==> src/sap_pkg.sv <==
// Shared constants, types and helpers for the serial audio port link
package sap_pkg;

   // Link shape
   localparam int NUM_IN    = 5;
   localparam int HALF_BITS = 32;
   localparam int WORD_W    = 24;
   localparam int FCNT_W    = 14;
   localparam int MCNT_W    = 10;
   localparam logic [5:0] K_LAST    = 6'h1F;
   localparam logic [5:0] I2S_DELAY = 6'h01;
   localparam logic [5:0] WLB_16    = 6'h10;
   localparam logic [5:0] WLB_20    = 6'h14;
   localparam logic [5:0] WLB_24    = 6'h18;
   localparam logic [1:0] LOCK_FRAMES = 2'h2;
   localparam logic [3:0] CH_NORMAL   = 4'h8;
   localparam logic [3:0] CH_QUAD     = 4'h4;

   // Synchronised pin bundle positions in the receiver
   localparam int SYNC_W = 9;
   localparam int B_PWR  = 8;
   localparam int B_MCLK = 7;
   localparam int B_BCLK = 6;
   localparam int B_WS   = 5;

   // Clock and rate figures
   localparam int CORE_HZ     = 200_000_000;
   localparam int MCLK_MAX_HZ = 50_000_000;
   localparam int FSHZ_32  = 32000;
   localparam int FSHZ_44  = 44100;
   localparam int FSHZ_48  = 48000;
   localparam int FSHZ_88  = 88200;
   localparam int FSHZ_96  = 96000;
   localparam int FSHZ_176 = 176400;
   localparam int FSHZ_192 = 192000;
   localparam int P_32  = CORE_HZ / FSHZ_32;
   localparam int P_44  = CORE_HZ / FSHZ_44;
   localparam int P_48  = CORE_HZ / FSHZ_48;
   localparam int P_88  = CORE_HZ / FSHZ_88;
   localparam int P_96  = CORE_HZ / FSHZ_96;
   localparam int P_176 = CORE_HZ / FSHZ_176;
   localparam int P_192 = CORE_HZ / FSHZ_192;
   localparam int TIMEOUT_DEF = 2 * P_32;
   localparam logic [7:0] MCLK_HALF_MIN = 8'(CORE_HZ / (2 * MCLK_MAX_HZ));
   localparam logic [7:0] BCLK_HALF_48K = 8'(CORE_HZ / (2 * 64 * FSHZ_48));
   localparam logic [7:0] BCLK_HALF_MIN = 8'h08;
   localparam int MR_64  = 64;
   localparam int MR_128 = 128;
   localparam int MR_192 = 192;
   localparam int MR_256 = 256;
   localparam int MR_384 = 384;
   localparam int MR_512 = 512;

   typedef enum logic [1:0] {FMT_RJ, FMT_I2S, FMT_LJ} sap_fmt_t;
   typedef enum logic [1:0] {WL_16, WL_20, WL_24} sap_wl_t;
   typedef enum logic [2:0] {FS_NONE, FS_32, FS_44, FS_48, FS_88, FS_96, FS_176,
                             FS_192} sap_rate_t;
   typedef enum logic [2:0] {MCK_64, MCK_128, MCK_192, MCK_256, MCK_384,
                             MCK_512} sap_mck_t;

   function automatic logic [5:0] sap_wl_bits(input sap_wl_t w);
      if (w == WL_16) return WLB_16;
      if (w == WL_20) return WLB_20;
      return WLB_24;
   endfunction

   // Bit slot of the word MSB after the word-select edge
   function automatic logic [5:0] sap_k0(input sap_fmt_t f, input sap_wl_t w);
      if (f == FMT_I2S) return I2S_DELAY;
      if (f == FMT_LJ) return '0;
      return 6'(HALF_BITS) - sap_wl_bits(w);
   endfunction

   function automatic logic [WORD_W-1:0] sap_mask(input sap_wl_t w);
      return {WORD_W{1'b1}} << (6'(WORD_W) - sap_wl_bits(w));
   endfunction

   // Half-frame bits (slot k at bit 31-k) to a left-aligned word
   function automatic logic [WORD_W-1:0] sap_extract(input logic [HALF_BITS-1:0] s,
                                                     input sap_fmt_t f, input sap_wl_t w);
      logic [HALF_BITS+WORD_W-1:0] t;
      t = {s, {WORD_W{1'b0}}} << sap_k0(f, w);
      return t[HALF_BITS+WORD_W-1 -: WORD_W] & sap_mask(w);
   endfunction

   // Left-aligned word to half-frame bits, inverse of the above
   function automatic logic [HALF_BITS-1:0] sap_place(input logic [WORD_W-1:0] d,
                                                      input sap_fmt_t f, input sap_wl_t w);
      logic [HALF_BITS+WORD_W-1:0] t;
      t = {d & sap_mask(w), {HALF_BITS{1'b0}}} >> sap_k0(f, w);
      return t[HALF_BITS+WORD_W-1 -: HALF_BITS];
   endfunction

   // Frame length in core cycles to sample rate, midpoint thresholds
   function automatic sap_rate_t sap_rate_of(input logic [FCNT_W-1:0] n);
      if (n < FCNT_W'((P_192 + P_176) / 2)) return FS_192;
      if (n < FCNT_W'((P_176 + P_96) / 2)) return FS_176;
      if (n < FCNT_W'((P_96 + P_88) / 2)) return FS_96;
      if (n < FCNT_W'((P_88 + P_48) / 2)) return FS_88;
      if (n < FCNT_W'((P_48 + P_44) / 2)) return FS_48;
      if (n < FCNT_W'((P_44 + P_32) / 2)) return FS_44;
      return FS_32;
   endfunction

   // Master clock edges per frame to ratio
   function automatic sap_mck_t sap_mck_of(input logic [MCNT_W-1:0] n);
      if (n < MCNT_W'((MR_64 + MR_128) / 2)) return MCK_64;
      if (n < MCNT_W'((MR_128 + MR_192) / 2)) return MCK_128;
      if (n < MCNT_W'((MR_192 + MR_256) / 2)) return MCK_192;
      if (n < MCNT_W'((MR_256 + MR_384) / 2)) return MCK_256;
      if (n < MCNT_W'((MR_384 + MR_512) / 2)) return MCK_384;
      return MCK_512;
   endfunction

endpackage

==> src/sap_link_if.sv <==
// Link wires between the audio source and the serial audio port
`timescale 1ns/1ps
interface sap_link_if;
   import sap_pkg::*;
   logic              mclk;   // Master clock
   logic              bclk;   // Bit clock, 64 per frame
   logic              ws;     // Word select, low = left
   logic [NUM_IN-1:0] sdin;   // Serial inputs a1, a2, b1, b2, direct
   logic              serial_audio_out; // Serial audio out, I2S 24-bit
   modport dev (input mclk, input bclk, input ws, input sdin, output serial_audio_out);
   modport src (output mclk, output bclk, output ws, output sdin, input serial_audio_out);
endinterface

==> src/sap_dev.sv <==
// Serial audio port receive end: five inputs, rate detect, one output
`timescale 1ns/1ps
module sap_dev
   import sap_pkg::*;
#(
   parameter logic [FCNT_W-1:0] FRAME_TIMEOUT = FCNT_W'(TIMEOUT_DEF)
)
(
   input  wire logic                               core_clk_i,
   input  wire logic                               resetn_i,
   input  wire logic                               ce_i,
   sap_link_if.dev                                 lk,
   input  wire logic                               power_down_pin_n_i,
   input  wire logic                               cfg_manual_i,
   input  wire sap_fmt_t                           cfg_fmt_i,
   input  wire sap_wl_t                            cfg_wl_i,
   input  wire logic [WORD_W-1:0]                  tx_left_i,
   input  wire logic [WORD_W-1:0]                  tx_right_i,
   output logic [NUM_IN-1:0][WORD_W-1:0]           sample_o,
   output logic                                    sample_right_o,
   output logic                                    sample_valid_o,
   output sap_rate_t                               rate_o,
   output sap_mck_t                                mclk_ratio_o,
   output logic                                    locked_o,
   output logic                                    error_o,
   output logic                                    quad_speed_o,
   output logic [3:0]                              proc_channels_o
);

   typedef struct packed {
      logic [SYNC_W-1:0]                 s1;
      logic [SYNC_W-1:0]                 s2;
      logic [SYNC_W-1:0]                 s3;
      logic                              ws_last;
      logic [5:0]                        k;
      logic [NUM_IN-1:0][HALF_BITS-1:0]  sr;
      logic [FCNT_W-1:0]                 fcnt;
      logic [MCNT_W-1:0]                 mcnt;
      logic                              ferr;
      logic [1:0]                        lock;
      logic                              locked;
      logic                              tx_ws;
      logic [HALF_BITS-1:0]              tx_sr;
      logic                              ser_out;
      logic [NUM_IN-1:0][WORD_W-1:0]     smp;
      logic                              smp_right;
      logic                              smp_valid;
      sap_rate_t                         rate;
      sap_mck_t                          mck;
      logic                              err;
      logic                              quad;
      logic [3:0]                        chans;
   } sap_dev_st_t;

   sap_dev_st_t r;
   sap_dev_st_t next_r;

   sap_fmt_t                          fmt;
   sap_wl_t                           wl;
   logic                              live;
   logic                              b_rise;
   logic                              b_fall;
   logic                              m_rise;
   logic                              ws_chg;
   logic                              ferr_now;
   logic                              quad_now;
   sap_rate_t                         rate_now;
   logic [HALF_BITS-1:0]              tx_pat;
   logic [NUM_IN-1:0][WORD_W-1:0]     ext;
   logic [NUM_IN-1:0][HALF_BITS-1:0]  shf;

   ////////////////////////////////////////////////////////////////////////////
   // Effective framing: without an override the port assumes I2S 24-bit,
   // since framing cannot be told apart from the data itself
   // override or default
   assign fmt = cfg_manual_i ? cfg_fmt_i : FMT_I2S;
   assign wl  = cfg_manual_i ? cfg_wl_i : WL_24;

   // Edges are taken from the second and third stages only
   assign live   = r.s2[B_PWR];
   assign b_rise = r.s2[B_BCLK] & ~r.s3[B_BCLK];
   assign b_fall = ~r.s2[B_BCLK] & r.s3[B_BCLK];
   assign m_rise = r.s2[B_MCLK] & ~r.s3[B_MCLK];
   assign ws_chg = r.s2[B_WS] != r.ws_last;

   // Frame check: each half must carry exactly 32 bit clocks
   // slot count check
   assign ferr_now = r.ferr | (r.k != K_LAST);
   assign rate_now = sap_rate_of(r.fcnt);
   assign quad_now = (rate_now == FS_176) || (rate_now == FS_192);

   assign tx_pat = sap_place(r.s2[B_WS] ? tx_right_i : tx_left_i, FMT_I2S, WL_24);

   genvar gi;
   generate
      for (gi = 0; gi < NUM_IN; gi++) begin : g_in
         assign shf[gi] = {r.sr[gi][HALF_BITS-2:0], r.s2[gi]};
         assign ext[gi] = sap_extract(r.sr[gi], fmt, wl);
      end
   endgenerate

   ////////////////////////////////////////////////////////////////////////////
   // Next-state logic
   always_comb begin
      next_r = r;
      next_r.s1 = {power_down_pin_n_i, lk.mclk, lk.bclk, lk.ws, lk.sdin};
      next_r.s2 = r.s1;
      next_r.s3 = r.s2;
      next_r.smp_valid = 1'b0;
      if (!live) begin
         // link held idle, detection restarts on release
         next_r.k = '0;
         next_r.fcnt = '0;
         next_r.mcnt = '0;
         next_r.ferr = 1'b0;
         next_r.lock = '0;
         next_r.ser_out = 1'b0;
         next_r.ws_last = 1'b0;
         next_r.tx_ws = 1'b0;
      end else begin
         if (m_rise && r.mcnt != {MCNT_W{1'b1}}) begin
            next_r.mcnt = r.mcnt + MCNT_W'(1);
         end
         // lost clock: drop lock, wait for frames
         if (r.fcnt == FRAME_TIMEOUT) begin
            next_r.ferr = 1'b1;
            next_r.lock = '0;
            next_r.rate = FS_NONE;
            next_r.err = 1'b1;
         end else begin
            next_r.fcnt = r.fcnt + FCNT_W'(1);
         end
         if (b_rise) begin
            next_r.sr = shf;
            if (ws_chg) begin
               next_r.ws_last = r.s2[B_WS];
               next_r.k = '0;
               // Half complete: words leave only while locked
               if (r.k != K_LAST) begin
                  next_r.ferr = 1'b1;
               end else if (r.lock == LOCK_FRAMES) begin
                  next_r.smp = ext;
                  next_r.smp_right = r.ws_last;
                  next_r.smp_valid = 1'b1;
                  // quad: one stereo per module, copied
                  if (r.quad) begin
                     next_r.smp[1] = ext[0];
                     next_r.smp[3] = ext[2];
                  end
                  // direct input never copied or converted
                  next_r.smp[NUM_IN-1] = ext[NUM_IN-1];
               end
               // Left half starts: a whole frame has passed
               if (!r.s2[B_WS]) begin
                  // rate and bank from frame counts
                  next_r.rate = rate_now;
                  next_r.mck = sap_mck_of(r.mcnt);
                  next_r.quad = quad_now;
                  next_r.chans = quad_now ? CH_QUAD : CH_NORMAL;
                  next_r.err = ferr_now;
                  next_r.fcnt = '0;
                  next_r.mcnt = '0;
                  next_r.ferr = 1'b0;
                  // relock after clean frames at a steady rate
                  if (ferr_now || rate_now != r.rate) begin
                     next_r.lock = '0;
                  end else if (r.lock != LOCK_FRAMES) begin
                     next_r.lock = r.lock + 2'h1;
                  end
               end
            end else if (r.k != {6{1'b1}}) begin
               next_r.k = r.k + 6'h01;
            end
         end
         if (b_fall) begin
            // new word at each word-select edge
            if (r.s2[B_WS] != r.tx_ws) begin
               next_r.tx_ws = r.s2[B_WS];
               next_r.ser_out = tx_pat[HALF_BITS-1];
               next_r.tx_sr = tx_pat << 1;
            end else begin
               next_r.ser_out = r.tx_sr[HALF_BITS-1];
               next_r.tx_sr = r.tx_sr << 1;
            end
         end
      end
      // Lock flag kept in state so the output comes straight from a flop
      next_r.locked = (next_r.lock == LOCK_FRAMES);
   end

   ////////////////////////////////////////////////////////////////////////////
   // State register, frozen while the clock enable is low
   always_ff @(posedge core_clk_i) begin
      if (!resetn_i) begin
         r <= '0;
      end else if (ce_i) begin
         r <= next_r;
      end
   end

   // Outputs straight from state
   assign lk.serial_audio_out = r.ser_out;
   assign sample_o        = r.smp;
   assign sample_right_o  = r.smp_right;
   assign sample_valid_o  = r.smp_valid;
   assign rate_o          = r.rate;
   assign mclk_ratio_o    = r.mck;
   assign locked_o        = r.locked;
   assign error_o         = r.err;
   assign quad_speed_o    = r.quad;
   assign proc_channels_o = r.chans;

endmodule

==> src/flat_wrapper.sv <==
// flat-port wrapper written by rule: the top's interface ports become plain ports
module sap_dev_flat import sap_pkg::*;
#(
   parameter logic [FCNT_W-1:0] FRAME_TIMEOUT = FCNT_W'(TIMEOUT_DEF)
)
  (core_clk_i, resetn_i, ce_i, power_down_pin_n_i, cfg_manual_i, cfg_fmt_i, cfg_wl_i, tx_left_i, tx_right_i, sample_o, sample_right_o, sample_valid_o, rate_o, mclk_ratio_o, locked_o, error_o, quad_speed_o, proc_channels_o, lk_mclk, lk_bclk, lk_ws, lk_sdin, lk_serial_audio_out);
  sap_link_if lk_i ();
  input  wire logic core_clk_i;
  input  wire logic resetn_i;
  input  wire logic ce_i;
  input  wire logic power_down_pin_n_i;
  input  wire logic cfg_manual_i;
  input  wire sap_fmt_t cfg_fmt_i;
  input  wire sap_wl_t cfg_wl_i;
  input  wire logic [WORD_W-1:0] tx_left_i;
  input  wire logic [WORD_W-1:0] tx_right_i;
  output logic [NUM_IN-1:0][WORD_W-1:0] sample_o;
  output logic sample_right_o;
  output logic sample_valid_o;
  output sap_rate_t rate_o;
  output sap_mck_t mclk_ratio_o;
  output logic locked_o;
  output logic error_o;
  output logic quad_speed_o;
  output logic [3:0] proc_channels_o;
  input wire logic [$bits(lk_i.mclk)-1:0] lk_mclk;
  input wire logic [$bits(lk_i.bclk)-1:0] lk_bclk;
  input wire logic [$bits(lk_i.ws)-1:0] lk_ws;
  input wire logic [$bits(lk_i.sdin)-1:0] lk_sdin;
  output wire logic [$bits(lk_i.serial_audio_out)-1:0] lk_serial_audio_out;
  assign lk_i.mclk = lk_mclk;
  assign lk_i.bclk = lk_bclk;
  assign lk_i.ws = lk_ws;
  assign lk_i.sdin = lk_sdin;
  assign lk_serial_audio_out = lk_i.serial_audio_out;
  sap_dev #(.FRAME_TIMEOUT(FRAME_TIMEOUT)) u_core (.core_clk_i(core_clk_i), .resetn_i(resetn_i), .ce_i(ce_i), .lk(lk_i), .power_down_pin_n_i(power_down_pin_n_i), .cfg_manual_i(cfg_manual_i), .cfg_fmt_i(cfg_fmt_i), .cfg_wl_i(cfg_wl_i), .tx_left_i(tx_left_i), .tx_right_i(tx_right_i), .sample_o(sample_o), .sample_right_o(sample_right_o), .sample_valid_o(sample_valid_o), .rate_o(rate_o), .mclk_ratio_o(mclk_ratio_o), .locked_o(locked_o), .error_o(error_o), .quad_speed_o(quad_speed_o), .proc_channels_o(proc_channels_o));
endmodule
==> config.mk <==
export PLATFORM = sky130hd
export DESIGN_NAME = sap_dev_flat
export DESIGN_NICKNAME = d
export VERILOG_FILES = /design/src/sap_pkg.sv /design/src/sap_link_if.sv /design/src/sap_dev.sv /design/src/flat_wrapper.sv
export SDC_FILE = /design/constraint.sdc
export NUM_CORES = 1
export LEC_CHECK = 0
export BUFFER_PORTS_ARGS = -buffer_cell sky130_fd_sc_hd__buf_2
export CAP_MARGIN = 20
export CORE_MARGIN = 1
export CORE_UTILIZATION = 54
export CTS_CLUSTER_DIAMETER = 100
export CTS_CLUSTER_SIZE = 28
export DETAILED_ROUTE_END_ITERATION = 8
export PLACE_DENSITY = 0.86
export SYNTH_ARGS = -nofsm -noshare
export SYNTH_HDL_FRONTEND = slang
export SYNTH_SLANG_ARGS = --single-unit
==> constraint.sdc <==
create_clock -name core_clk_i -period 2.2 [get_ports core_clk_i]
set_clock_uncertainty 0.15 [all_clocks]
set_input_delay 0.11 -clock core_clk_i [delete_from_list [all_inputs] [get_ports core_clk_i]]
set_output_delay 0.11 -clock core_clk_i [all_outputs]
set_load 0.02 [all_outputs]
==> metrics.cfg <==
[power]
pwr-share-clk_pct = 32.0
power_switching_w = 0.00322
p_leak_nw = 9.74
swShare_pct = 26.5
comb_power_share_pct = 12.3
internal_power_w = 0.00891
power_frac_seq_pct = 55.7
peakVddDrop_uv = 699
powerDensity_nw_per_um2 = 477

[synthesis]
synth_ff_type = dfxtp_1
yosys-top-cells-count = nand2_1 (637), dfxtp_1 (372), a21oi_1 (315)
syn_area_per_cell_sq_um = 7.56
synth_cell_type_count = 88
async_reset_ff_share_pct = 0
postSynthCellCount = 2778
synth_top_area_share_pct = 35.5
yosys-top-cells-area = dfxtp_1 (35%), nand2_1 (11%), a21oi_1 (7.5%)
ys_seq_area_share_pct = 35.5
yosys.area.top_type = dfxtp_1
synth-edff-count = 0
syn_area_sq_um = 21000
post-synth-top-count-cell = nand2_1
ys_ff_latch = 372
yosys_warnings = 0

[min_path]
hold_path_end = u_core.sample_o[119]$_SDFFE_PN0P_
hp-class = input port to register
hold_start = cfg_manual_i
hold_depth = 4

[place]
place_ws_ns = -0.342
dpl_cell_area_sq_um = 23200
dp_cells = 3435
gp_congestion = 1.03
port_buffers = 198
dpl.hpwl_microns = 53300

[sta]
fmax_mhz = 427
slew_viol_final = 0
grt_setup_unrepaired = true
timing.final.ws_setup_ns = -0.143
fin_crit_ns = 2.34
finalHoldViolCount = 0
maxSlewHeadroom_pct = 51.2
setup_viol = 74
fin_crit_sh_pct = 106
tightest_slew_ns = 0.732

[cts]
htree_levels = 1
clock_sinks = 372
cts_buffers = 17
path_clk_slew_ns = 0.11
cts_tree = done
root_buffer = clkbuf_16
clk_latency_ns = 0.56
clockBufferDepth = 3

[critical_path]
start_kind = register
crit-reg2reg-launch = u_core.live$_SDFFE_PN0P_
r2r_slack_ns = -0.14
endpoint_kind = register
cp.required_ns = 2.53
worstPathArrival_ns = 2.67
r2r_end = u_core.sample_o[111]$_SDFFE_PN0P_
path_class = register to register
worstPathMaxFanout = 6
reg2reg_depth = 8

[floorplan]
die_width_microns = 199
start_util_pct = 55.3
placeableCoreArea_sq_um = 37900
die_y_microns = 199
die-area_sq_um = 39700
rows = 71
io_pins = 201

[global_route]
antenna_found_initial = 4
grt_pass1_vias = 20666
grt_max_degree = 121
grt_pass1_wl_microns = 119000
track_usage_pct = 38.4
grt-ovfl-total = 0

[finish]
post-route-cell-area_sq_um = 25400
final_nets = 3108
drive_above_1_share_pct = 24.9
stdcell_count = 3557
syn_to_final_growth_pct = 21.1

[flow_run]
cap_violations = 0

[detailed_routing]
vias = 22814
routed_via_density = 6.41
drt_iter0_markers = 2882
dr.pass1.iters = 6
wire_per_inst_microns = 22.9
finalWirelength_microns = 81300
route.detailed.drc = 0
ant_nets = 0

[status]
status = finished with violations
violations = setup timing

## final cells by class
cell class	count	area (sq um)
clock inverters	5	60.1
fillers	2982	12500
flip-flops and latches	372	7480
diodes	3	7.51
clock buffers	18	439
repair buffers	612	4720
inverters	16	67.6
multi-input cells	2020	12000
well taps	511	639
## power groups by stage
stage                     sequential (W)  combinational (W)  clock (W)
after floorplan                  0.00691           0.000743          0
after global placement           0.00691            0.00128          0
after detailed placement         0.00691            0.00129          0
after CTS                        0.00676            0.00139    0.00390
after global routing             0.00676            0.00156    0.00411
final                            0.00676            0.00149    0.00388
## metrics by stage
step                total power, W  util (%)  hold WS [ns]  setup TNS, ns
finish                      0.0121      67.0         0.133          -4.93
global route                0.0124      67.0         0.169          -8.34
CTS                         0.0120      64.4         0.102        -0.0861
detailed placement         0.00821      61.2         0.208         -12.88
global placement           0.00819      61.2         0.196          -8.27
floorplan                  0.00765         -         0.107              0
## registers in the layout, indices dropped and copies added, names as in the netlist
register	flops
u_core.error_o	1
u_core.proc_channels_o	2
u_core.live	1
u_core.mclk_ratio_o	3
u_core.sample_o	120
u_core.locked_o	1
u_core.rate_o	3
u_core.next_r	17
u_core.lk.serial_audio_out	1
u_core.sample_valid_o	1
u_core.r	221
u_core.sample_right_o	1
## critical path, stage by stage, from the launching register on
cell,delay [ns]
dfxtp_4,0.40
and4b_4,0.24
nand3b_1,0.18
buf_4,0.19
or3_4,0.38
buf_12,0.16
buf_12,0.14
a311o_1,0.28
a21oi_1,0.12
## how the worst max path moves through the flow
stage,start,to,slack [ns]
2_1_floorplan,u_core.live$_SDFFE_PN0P_,u_core.sample_o[89]$_SDFFE_PN0P_,0.05
3_3_place_gp,cfg_fmt_i[0],u_core.sample_o[114]$_SDFFE_PN0P_,-0.29
3_5_place_dp,cfg_fmt_i[0],u_core.sample_o[114]$_SDFFE_PN0P_,-0.34
4_1_cts,u_core.r[369]$_SDFFE_PN0P_,u_core.sample_o[115]$_SDFFE_PN0P_,-0.04
5_1_grt,u_core.r[369]$_SDFFE_PN0P_,u_core.sample_o[112]$_SDFFE_PN0P_,-0.18
6_report,u_core.live$_SDFFE_PN0P_,u_core.sample_o[111]$_SDFFE_PN0P_,-0.14
## per-layer routing
| metal | GRT usage [%] | wire length, microns |
|---|---|---|
| met1 | 53.0 | 32400 |
| met2 | 58.6 | 35400 |
| met3 | 8.42 | 9930 |
| met4 | 13.8 | 3550 |
| met5 | 0.639 | 7 |
## placed cells by master (no fill, tap or decap), drive strengths merged, types with 10 or more instances in the layout
master         n
a211oi        76
a21oi        315
a22oi         27
a311oi        19
a31oi         66
a32oi         11
and2          16
and3          23
buf          544
clkbuf        24
dfxtp        372
dlygate4sd3   62
inv           16
mux2          15
mux2i         84
mux4          35
nand2        638
nand3         84
nand4         14
nor2         205
nor2b         32
nor3          47
o211a         12
o211ai        20
o21ai        122
o31ai         10
or3           13
## kinds of logic (layout without fill, tap and decap cells)
family / after synthesis / count (layout) / synth area share, %
AOI/OAI and AO/OA: 764 / 764 / 22.6
xor gates and xnor gates: 10 / 10 / 0.489
adders and majority gates: 4 / 4 / 0.238
buffers and inverters: 390 / 651 / 10.2
DFF: 372 / 372 / 35.5
muxes: 134 / 134 / 8.57
other: 1 / 5 / 0.0179
and+or+nand+nor: 1103 / 1106 / 22.4
## repair_timing
item                                    CTS  global route
endpoints found under the setup margin   12           233
pin swaps                                 9            48
cloned                                    0             8
hold buffers                             62             0
setup buffers                             2            27
hold endpoints to repair                101             0
gates resized for setup                  21           151
Note: power is estimated with default switching activity, not from simulation.
